## src/shared_periph_regs.svh

```systemverilog
// Constants of the shared peripheral I/O controller: register map, field positions, widths.
// Assumes inclusion by bare name from the package and the top module.
`ifndef SHARED_PERIPH_REGS_SVH
`define SHARED_PERIPH_REGS_SVH
// ----------------------------------------------------------------------
// Register map (byte addresses)
// ----------------------------------------------------------------------
`define REG_CTRL 4'h0
`define REG_STATUS 4'h4
`define REG_LAST_ADDR 4'h8
`define REG_RESP 4'hC
`define CTRL_FMT16_BIT 0
`define CTRL_FORCE_BUSY_BIT 1
// ----------------------------------------------------------------------
// Host word fields
// ----------------------------------------------------------------------
`define WORD_W 24
`define SEL_CODE_LSB 1
`define SEL_CODE_MSB 6
`define CHAN_LOW_BIT 13
`define CHAN_HIGH_BIT 12
`define ADDR9_MSB 8
`define ADDR8_MSB 7
`define DATA_MSB 23
`define DATA16_LSB 8
`define DATA15_LSB 9
`define ADDR_W 9
`define DATA_W 16
`define STATUS_WIRE_W 23
`define NUM_CHAN 4
`define DEFAULT_NUM_DEV 8
`define DEFAULT_SEL_CODE 6'h15
`endif

```

## src/shared_periph_pkg.sv

```systemverilog
// Types shared by the controller modules: sequencer states and device kinds.
// Assumes the constants header is on the include path.
`include "shared_periph_regs.svh"
package shared_periph_pkg;
  // Sequencer states, Gray coded along idle, sync, delay, done
  typedef enum logic [1:0]
  {
    ST_IDLE = 2'h0,
    ST_SYNC = 2'h1,
    ST_DELAY = 2'h3,
    ST_DONE = 2'h2
  } ctl_state_t;
  // Kind of each attached device
  typedef enum logic [1:0]
  {
    DEV_OUT = 2'h0,
    DEV_IN = 2'h1,
    DEV_INOUT = 2'h2,
    DEV_FUNC = 2'h3
  } dev_type_t;
endpackage : shared_periph_pkg

```

## src/decode_if.sv

```systemverilog
// Carrier between the sequencer and the address decoder.
// Assumes one sequencer drives it and one decoder answers.
interface decode_if #(parameter int NUM_DEV = 8);
  logic enable;
  logic [8:0] addr;
  logic [15:0] out_data;
  logic [NUM_DEV-1:0] sel;
  logic [23:0] in_bus;
  modport ctl (output enable, output addr, output out_data, input sel, input in_bus);
  modport dec (input enable, input addr, input out_data, output sel, output in_bus);
endinterface : decode_if

```

## src/pin_sync.sv

```systemverilog
// Three-stage synchroniser for host pins; a bit changes once stages two and three agree.
// Assumes the inputs come from the host clock domain.
module pin_sync #(parameter int WIDTH = 8)
(
  // Clock and reset
  input wire logic clk_i,
  input wire logic resetn_i,
  // Pins and filtered value
  input wire logic [WIDTH-1:0] d_i,
  output logic [WIDTH-1:0] q_o
);
  typedef struct packed
  {
    logic [WIDTH-1:0] s1;
    logic [WIDTH-1:0] s2;
    logic [WIDTH-1:0] s3;
    logic [WIDTH-1:0] q;
  } sync_t;
  sync_t r;
  sync_t next_r;

  // Shift chain; stage one is read only by stage two
  always_comb
  begin
    next_r = r;
    next_r.s1 = d_i;
    next_r.s2 = r.s1;
    next_r.s3 = r.s2;
    next_r.q = (r.s2 & ~(r.s2 ^ r.s3)) | (r.q & (r.s2 ^ r.s3));
  end

  // State register
  always_ff @(posedge clk_i or negedge resetn_i)
  begin
    if (!resetn_i)
      r <= '0;
    else
      r <= next_r;
  end

  assign q_o = r.q;
endmodule : pin_sync

```

## src/line_decoder.sv

```systemverilog
// One-of-N address decoder with per-device AND gating onto the data buses.
// Assumes devices sit on the controller clock; a direction that a device's kind does not use is tied to zero.
module line_decoder
  import shared_periph_pkg::*;
#(
  parameter int NUM_DEV = 8,
  parameter logic [2*NUM_DEV-1:0] DEV_TYPES = {NUM_DEV{2'h2}}
)
(
  // Sequencer side
  decode_if.dec bus,
  // Device side
  output logic [NUM_DEV*16-1:0] dev_out_o,
  input wire logic [NUM_DEV*24-1:0] dev_in_i
);
  logic [NUM_DEV*24-1:0] gated_in;

  // Address match for one line
  function automatic logic line_hit(input logic [8:0] a, input int idx);
    line_hit = (a == idx[8:0]);
  endfunction : line_hit

  // Per device decode and AND gates
  genvar g;
  generate
    for (g = 0; g < NUM_DEV; g++)
    begin : g_dev
      localparam logic [1:0] KIND = DEV_TYPES[2*g +: 2];
      assign bus.sel[g] = bus.enable && line_hit(bus.addr, g);
      assign dev_out_o[16*g +: 16] = (KIND == DEV_OUT || KIND == DEV_INOUT) ?
        (bus.out_data & {16{bus.sel[g]}}) : 16'h0000;
      assign gated_in[24*g +: 24] = (KIND == DEV_IN || KIND == DEV_INOUT) ?
        (dev_in_i[24*g +: 24] & {24{bus.sel[g]}}) : 24'h00_0000;
    end
  endgenerate

  // Wired-OR of the gated inputs onto the input bus
  always_comb
  begin
    bus.in_bus = 24'h00_0000;
    for (int i = 0; i < NUM_DEV; i++)
      bus.in_bus = bus.in_bus | gated_in[24*i +: 24];
  end
endmodule : line_decoder

```

## src/shared_periph_ctrl.sv

```systemverilog
// Top of the shared peripheral I/O controller: host command sequencer, registers, interrupts.
// Assumes host pins are asynchronous and held until completion is seen; devices are synchronous.
//
// Chosen here: the register addresses and strobed register access.
`include "shared_periph_regs.svh"
module shared_periph_ctrl
  import shared_periph_pkg::*;
#(
  parameter int NUM_DEV = `DEFAULT_NUM_DEV,
  parameter logic [2*NUM_DEV-1:0] DEV_TYPES = {NUM_DEV{2'h2}},
  parameter logic [5:0] SELECT_CODE = `DEFAULT_SEL_CODE // Arbitrary controller code
)
(
  // Clock and reset
  input wire logic CLK_I,
  input wire logic RESETN_I,
  // Host command pins
  input wire logic SELECT_CMD_I,
  input wire logic XFER_CMD_I,
  input wire logic STATUS_REQ_I,
  input wire logic DISCONNECT_I,
  input wire logic [`WORD_W-1:0] HOST_OUTPUT_WORD_BUS_I,
  input wire logic [`NUM_CHAN-1:0] CHANNEL_ENABLE_LINE_I,
  input wire logic CONTROLLER_BUSY_I,
  // Host answer
  output logic OPERATION_COMPLETE_O,
  output logic [`WORD_W-1:0] RESPONSE_WORD_O,
  output logic [`NUM_CHAN-1:0] INTERRUPT_REQUEST_LINE_O,
  // Devices
  output logic [NUM_DEV-1:0] DEV_SELECT_O,
  output logic [NUM_DEV*16-1:0] DEV_OUT_DATA_O,
  input wire logic [NUM_DEV*24-1:0] DEV_IN_DATA_I,
  input wire logic [NUM_DEV-1:0] DEV_ATTENTION_I,
  input wire logic [`STATUS_WIRE_W-1:0] STATUS_WIRE_I,
  // Register port
  input wire logic [3:0] REG_ADDR_I,
  input wire logic [31:0] REG_WDATA_I,
  input wire logic REG_WR_I,
  input wire logic REG_RD_I,
  output logic [31:0] REG_RDATA_O
);
  import shared_periph_pkg::*;

  // ----------------------------------------------------------------------
  // State
  // ----------------------------------------------------------------------
  typedef struct packed
  {
    ctl_state_t state;
    logic online;
    logic chan_lo;
    logic chan_hi;
    logic fmt16;
    logic force_busy;
    logic [`ADDR_W-1:0] addr;
    logic [`DATA_W-1:0] out_data;
    logic [`WORD_W-1:0] resp;
    logic complete;
    logic [`NUM_CHAN-1:0] irq;
    logic [31:0] rdata;
  } ctl_regs_t;

  ctl_regs_t r;
  ctl_regs_t next_r;

  localparam int SYNC_W = `WORD_W + `NUM_CHAN + 5;

  logic [SYNC_W-1:0] pins_raw;
  logic [SYNC_W-1:0] pins;
  logic s_sel;
  logic s_xfer;
  logic s_stat;
  logic s_disc;
  logic s_busy;
  logic [`WORD_W-1:0] s_word;
  logic [`NUM_CHAN-1:0] s_en;
  logic cmd_here;
  logic channel_match;
  logic busy;
  logic [1:0] chan_idx;
  logic [`WORD_W-1:0] status_word;
  logic [`ADDR_W-1:0] word_addr;
  logic [`DATA_W-1:0] word_data;

  // ----------------------------------------------------------------------
  // Host pin synchronisers
  // ----------------------------------------------------------------------
  assign pins_raw = {SELECT_CMD_I, XFER_CMD_I, STATUS_REQ_I, DISCONNECT_I,
                     CONTROLLER_BUSY_I, CHANNEL_ENABLE_LINE_I, HOST_OUTPUT_WORD_BUS_I};

  pin_sync #(.WIDTH(SYNC_W)) u_sync
  (
    .clk_i(CLK_I),
    .resetn_i(RESETN_I),
    .d_i(pins_raw),
    .q_o(pins)
  );

  // Unpack the filtered pins
  assign {s_sel, s_xfer, s_stat, s_disc, s_busy, s_en, s_word} = pins;

  // ----------------------------------------------------------------------
  // Address decoder
  // ----------------------------------------------------------------------
  decode_if #(.NUM_DEV(NUM_DEV)) dec_bus ();

  line_decoder #(.NUM_DEV(NUM_DEV), .DEV_TYPES(DEV_TYPES)) u_dec
  (
    .bus(dec_bus.dec),
    .dev_out_o(DEV_OUT_DATA_O),
    .dev_in_i(DEV_IN_DATA_I)
  );

  // Decoder lines live only in the sync and delay steps of a transfer
  assign dec_bus.enable = (r.state == ST_SYNC) || (r.state == ST_DELAY);
  assign dec_bus.addr = r.addr;
  assign dec_bus.out_data = r.out_data;
  assign DEV_SELECT_O = dec_bus.sel;

  // ----------------------------------------------------------------------
  // Command decode
  // ----------------------------------------------------------------------
  // Select addressed to this controller
  assign cmd_here = s_sel && (s_word[`SEL_CODE_MSB:`SEL_CODE_LSB] == SELECT_CODE);
  assign chan_idx = {r.chan_hi, r.chan_lo};
  // Transfer only while on-line and its enable line matches the channel
  assign channel_match = r.online && s_en[chan_idx];
  assign busy = s_busy || r.force_busy;
  // Top bit reports power on, the rest come from the attached options
  assign status_word = {1'b1, STATUS_WIRE_I};
  // Split of the host word by format
  assign word_addr = r.fmt16 ? {1'b0, s_word[`ADDR8_MSB:0]} : s_word[`ADDR9_MSB:0];
  assign word_data = r.fmt16 ? s_word[`DATA_MSB:`DATA16_LSB] :
                     {1'b0, s_word[`DATA_MSB:`DATA15_LSB]};

  // ----------------------------------------------------------------------
  // Next state
  // ----------------------------------------------------------------------
  always_comb
  begin
    next_r = r;
    next_r.rdata = 32'h0000_0000;
    // Interrupt on the held channel line while any device calls
    for (int k = 0; k < `NUM_CHAN; k++)
      next_r.irq[k] = r.online && (chan_idx == k[1:0]) && (|DEV_ATTENTION_I);
    case (r.state)
      ST_IDLE:
      begin
        if (cmd_here && s_stat)
        begin
          // Select for status only
          next_r.resp = status_word;
          next_r.complete = 1'b1;
          next_r.state = ST_DONE;
        end
        else if (cmd_here)
        begin
          // Go on-line and latch the channel
          next_r.online = 1'b1;
          next_r.chan_lo = s_word[`CHAN_LOW_BIT];
          next_r.chan_hi = s_word[`CHAN_HIGH_BIT];
          next_r.resp = status_word;
          next_r.complete = 1'b1;
          next_r.state = ST_DONE;
        end
        else if (s_xfer && channel_match && s_stat)
        begin
          // Transfer for status only
          next_r.resp = status_word;
          next_r.complete = 1'b1;
          next_r.state = ST_DONE;
        end
        else if (s_xfer && channel_match)
        begin
          // Capture address and data of the transfer
          next_r.addr = word_addr;
          next_r.out_data = word_data;
          next_r.state = ST_SYNC;
        end
        else
        begin
          next_r.state = ST_IDLE;
        end
      end
      ST_SYNC:
      begin
        // Hold here while the controller is busy
        if (!busy)
          next_r.state = ST_DELAY;
      end
      ST_DELAY:
      begin
        // One clock for decoding, then return the input word
        next_r.resp = dec_bus.in_bus;
        next_r.complete = 1'b1;
        if (s_disc)
        begin
          next_r.online = 1'b0;
          next_r.chan_lo = 1'b0;
          next_r.chan_hi = 1'b0;
        end
        next_r.state = ST_DONE;
      end
      ST_DONE:
      begin
        // Completion stands until the host drops its command
        if (!s_sel && !s_xfer)
        begin
          next_r.complete = 1'b0;
          next_r.state = ST_IDLE;
        end
      end
      default:
      begin
        next_r.state = ST_IDLE;
        next_r.complete = 1'b0;
      end
    endcase
    // Register writes
    if (REG_WR_I && REG_ADDR_I == `REG_CTRL)
    begin
      next_r.fmt16 = REG_WDATA_I[`CTRL_FMT16_BIT];
      next_r.force_busy = REG_WDATA_I[`CTRL_FORCE_BUSY_BIT];
    end
    // Register reads, answered in the next cycle
    if (REG_RD_I)
    begin
      case (REG_ADDR_I)
        `REG_CTRL: next_r.rdata = {30'h0000_0000, r.force_busy, r.fmt16};
        `REG_STATUS: next_r.rdata = {27'h000_0000, r.state, r.chan_hi, r.chan_lo, r.online};
        `REG_LAST_ADDR: next_r.rdata = {23'h00_0000, r.addr};
        `REG_RESP: next_r.rdata = {8'h00, r.resp};
        default: next_r.rdata = 32'h0000_0000;
      endcase
    end
  end

  // ----------------------------------------------------------------------
  // State register
  // ----------------------------------------------------------------------
  always_ff @(posedge CLK_I or negedge RESETN_I)
  begin
    if (!RESETN_I)
      r <= '0;
    else
      r <= next_r;
  end

  // Outputs
  assign OPERATION_COMPLETE_O = r.complete;
  assign RESPONSE_WORD_O = r.resp;
  assign INTERRUPT_REQUEST_LINE_O = r.irq;
  assign REG_RDATA_O = r.rdata;
endmodule : shared_periph_ctrl

```

## config.mk

```make
export PLATFORM = sky130hd
export DESIGN_NAME = shared_periph_ctrl
export DESIGN_NICKNAME = d
export VERILOG_FILES = /design/src/shared_periph_pkg.sv /design/src/decode_if.sv /design/src/pin_sync.sv /design/src/line_decoder.sv /design/src/shared_periph_ctrl.sv
export VERILOG_INCLUDE_DIRS = /design/src
export SDC_FILE = /design/constraint.sdc
export NUM_CORES = 1
export LEC_CHECK = 0
export ABC_AREA = 1
export BUFFER_PORTS_ARGS = -buffer_cell sky130_fd_sc_hd__buf_2
export CAP_MARGIN = 40
export CORE_AREA = 4 4 189 191
export DETAILED_ROUTE_END_ITERATION = 16
export DIE_AREA = 0 0 193 195
export SLEW_MARGIN = 20
export SYNTH_ARGS = -nofsm -noshare
export SYNTH_HDL_FRONTEND = slang
export SYNTH_SLANG_ARGS = --single-unit
export TNS_END_PERCENT = 1
```

## constraint.sdc

```tcl
create_clock -name CLK_I -period 3.1 [get_ports CLK_I]
set_input_delay 0.93 -clock CLK_I [delete_from_list [all_inputs] [get_ports CLK_I]]
set_output_delay 0.93 -clock CLK_I [all_outputs]
set_load 0.02 [all_outputs]
```

==> impl_results.md <==
- Clock slew at reported path FFs: 60 ps
- Clock root buffer: clkbuf_16
- CTS tree: built
- Synth top area share: 0.5105
- Cell taking the most area after synthesis: dfrtp_1
- CP arrival: 2370 ps
- Hold Path Stages: 0
- Initial DRC count: between 700 and 800
- Fin. max-slew vios: 0
- Syn_area_per_cell: ~8.1 µm²
- CP Cell Sequence: inv_2 -> ha_4 -> inv_4 -> nand2_4 -> nand2_4 -> nor2_4 -> nand2_2 -> nor2_4 -> clkinvlp_4 -> nor2_2 -> buf_4
- CP top delay family: simple AND/OR/NAND/NOR gates
- Hold buffer count at cts: 0
- Mapped Area: 10,640 µm²
- Switch share: 0.3959
- Nets: 2,030
- Worst hold path type: reg2reg
- Vias in the first global route: between 9,000 and 10,000
- Layout Skew: around 29 ps
- RSZ-0062 raised after global routing: true
- Core Rows: 68
- R2R Path End: RESPONSE_WORD_O[6]
- Startpoint types: flip-flop
- DRC errors left: 0
- VDD IR-drop max: ~500 µV
- Endpoints failing setup: 53
- Hold violation count in the final report: 0
- Pleak: 7.728 nW
- Routed WL per cell: 18.23 µm
- Gate power share: 0.366
- Pint: 6.585 mW
- Final HPWL DP: 31.51 mm
- Initial Utilization: 0.3118
- Clock Path Buffers: 3
- Synth cell types: 32
- # IOs: 493
- H-tree depth: 1
- Power per cell area: between 700 and 800 nW/µm²
- Start point of the worst min-delay path: u_sync.next_r[79]
- Initial antenna violation count: 10
- Num Clock Sinks: 217
- Core area: 34,120 µm²
- GRT overflow: 0
- Synthesized instance count: about 1,300
- WL final: 40.30 mm
- Status: complete, but fails checks
- CTS Buf Count: 24
- Fillers: approximately 3,500
- Reg2Reg Setup Slack: 560 ps
- Post-DRT Antenna Nets: 0
- Setup crit end kind: primary output
- Slew @ Worst Pin: 706.0 ps
- Via density: 4.633
- CP max FO: 8
- Sequential Area: 5433 µm²
- WS Path Type: reg2out
- Clock power frac: 0.294
- Ratio of cells with drive above 1 in the final layout: 0.3370
- Fin crit share: 1.064
- Max-slew headroom: 0.5288
- Pwr Total: 10.90 mW
- Switching Power: about 4.3 mW
- GPL Wtd Cong: 0.8624
- Synth Warn #: 0
- FF+latch count, synth: 217
- Clock latency on the worst-skew pair: 530 ps
- Worst Path Required: 2170 ps
- Largest net degree at the start of global routing: 86
- Worst Hold End: u_sync.next_r[46]
- Seq pwr share: 0.340
- Achievable Freq: 303.3 MHz
- Max incr delay on CP: around 420 ps
- MaxCap Viol Count: 0
- Path depth of the worst reg2reg path: 13
- Final Util: 0.4200
- Tot GR Track Use: 0.1992
- Setup slack after layout: -197.6 ps
- Critical path buffer and inverter count: 4
- FF-to-FF Start: r[91]
- Minimum clock period: 3298 ps
- 1st-pass router iterations: 6
- Port Buf Inserts: 454
- Chip height: 195 µm
- Worst hold slack: 341.3 ps
- Register area share after synthesis: 0.5105
- Die ar.: around 38,000 µm²
- Failing checks: negative setup slack
- Top cells by area, synth: dfrtp_1, nor2_1, nand3_1
- First-pass GRT wire length: roughly 58 mm
- Multi-input logic area: 4130 µm²
- Area Growth Syn to Fin: 34.73%
- Die outline width: ~190 µm
- Slowest CP cell: dfrtp_1
- Routed vias: ~10,000
==> layout make-up <==
cell class,instances,share of cell area
multi-input combinational,873,0.2882
sequential,217,0.3791
inverter,115,0.03082
timing repair inverter,1,0.0005239
timing repair buffer,498,0.1963
antenna,7,0.001222
tap,455,0.03973
clock buffer,30,0.04488
clock inverter,14,0.01921
==> layout by cell type (no fill, tap or decap), types with 5 or more instances in the layout <==
cell type / n
nand2_2: 5
buf_4: 88
nand2_1: 239
dfrtp_1: 215
nor2_4: 6
diode_2: 7
o22ai_1: 7
maj3_1: 33
nand2_4: 5
nand4_1: 13
o21ai_0: 33
o21ai_1: 14
inv_1: 99
nor2_1: 267
buf_2: 402
bufinv_16: 7
nand3_1: 201
conb_1: 8
nor2_2: 13
a21oi_1: 5
clkbuf_16: 24
inv_2: 9
==> synthesized netlist by cell type <==
master    instances
dfrtp_1         217
nor3_1            4
o31ai_1           2
o21ai_1          14
o22ai_1           7
conb_1            1
mux2_2            1
nand4_1          13
buf_6             5
buf_2            35
nor2_2            5
a31oi_1           1
inv_1           101
nor4_1            2
nor2_1          277
nand2_2           9
a211oi_1          1
buf_4            66
nand3_2           1
nand3b_1          4
nand3_1         201
clkbuf_1         17
nor2_4            4
o211ai_1          1
clkinv_1          3
maj3_1           33
inv_2            11
a21oi_1           5
nand2_1         242
o21a_1            1
o21ai_0          33
ha_1              4
==> worst reg2reg max path: cells and delay by family (launching register included) <==
kind | cells | cell delay [ps]
DFF | 1 | 450
adders and majority gates | 1 | 210
and+or+nand+nor | 9 | 1300
buffers and inverters | 3 | 480
==> metrics by stage <==
stage                     setup TNS, ps  worst slack, ps  cells  area (µm²)
after floorplan                       0            147.7   1328       10660
after global placement                0            159.9   2140       12970
after detailed placement              0            97.91   2142       12990
after CTS                         -4400           -192.2   2197       14160
after global routing             -12050           -313.5   2208       14330
final                             -2958           -197.6   2210       14330
==> cells by family after synthesis <==
| family | share of synthesized area |
|---|---|
| and+or+nand+nor | 0.3047 |
| AOI/OAI and AO/OA | 0.03270 |
| muxes | 0.001059 |
| other | 0.0003526 |
| DFF | 0.5105 |
| adders and majority gates | 0.03576 |
| buffers and inverters | 0.1149 |
==> timing repair <==
| item | CTS | global route |
|---|---|---|
| cloned | 1 | 0 |
| gates resized for setup | 54 | 32 |
| endpoints found under the hold margin | 0 | 0 |
| pin swaps | 8 | 6 |
| buffers inserted | 10 | 5 |
| endpoints found under the setup margin | 136 | 134 |
==> layer usage <==
layer / vias up / part of all wire / track usage
met5: - / 0.00032 / 0
li1: 4946 / - / -
met3: 79 / 0.089 / 0.04380
met1: 4747 / 0.39 / 0.2454
met2: 464 / 0.49 / 0.3462
met4: 2 / 0.035 / 0.06452
==> worst max-delay path by stage <==
stage           from                   to  cells after the start
6_report       r[92]  DEV_OUT_DATA_O[123]                     11
5_1_grt        r[92]  DEV_OUT_DATA_O[124]                     10
4_1_cts        r[92]  DEV_OUT_DATA_O[125]                     11
3_5_place_dp   r[92]   DEV_OUT_DATA_O[43]                      9
3_3_place_gp   r[92]   DEV_OUT_DATA_O[47]                      9
2_1_floorplan  r[92]  DEV_OUT_DATA_O[101]                     11
==> power groups by stage <==
stage,registers (mW),clock network (mW),logic [mW]
after floorplan,3.61,0,2.63
after global routing,3.77,3.41,4.39
after detailed placement,3.75,0,3.75
final,3.71,3.20,3.99
after global placement,3.76,0,3.64
after CTS,3.71,3.29,3.90
Power figures use the tool's default switching activity.
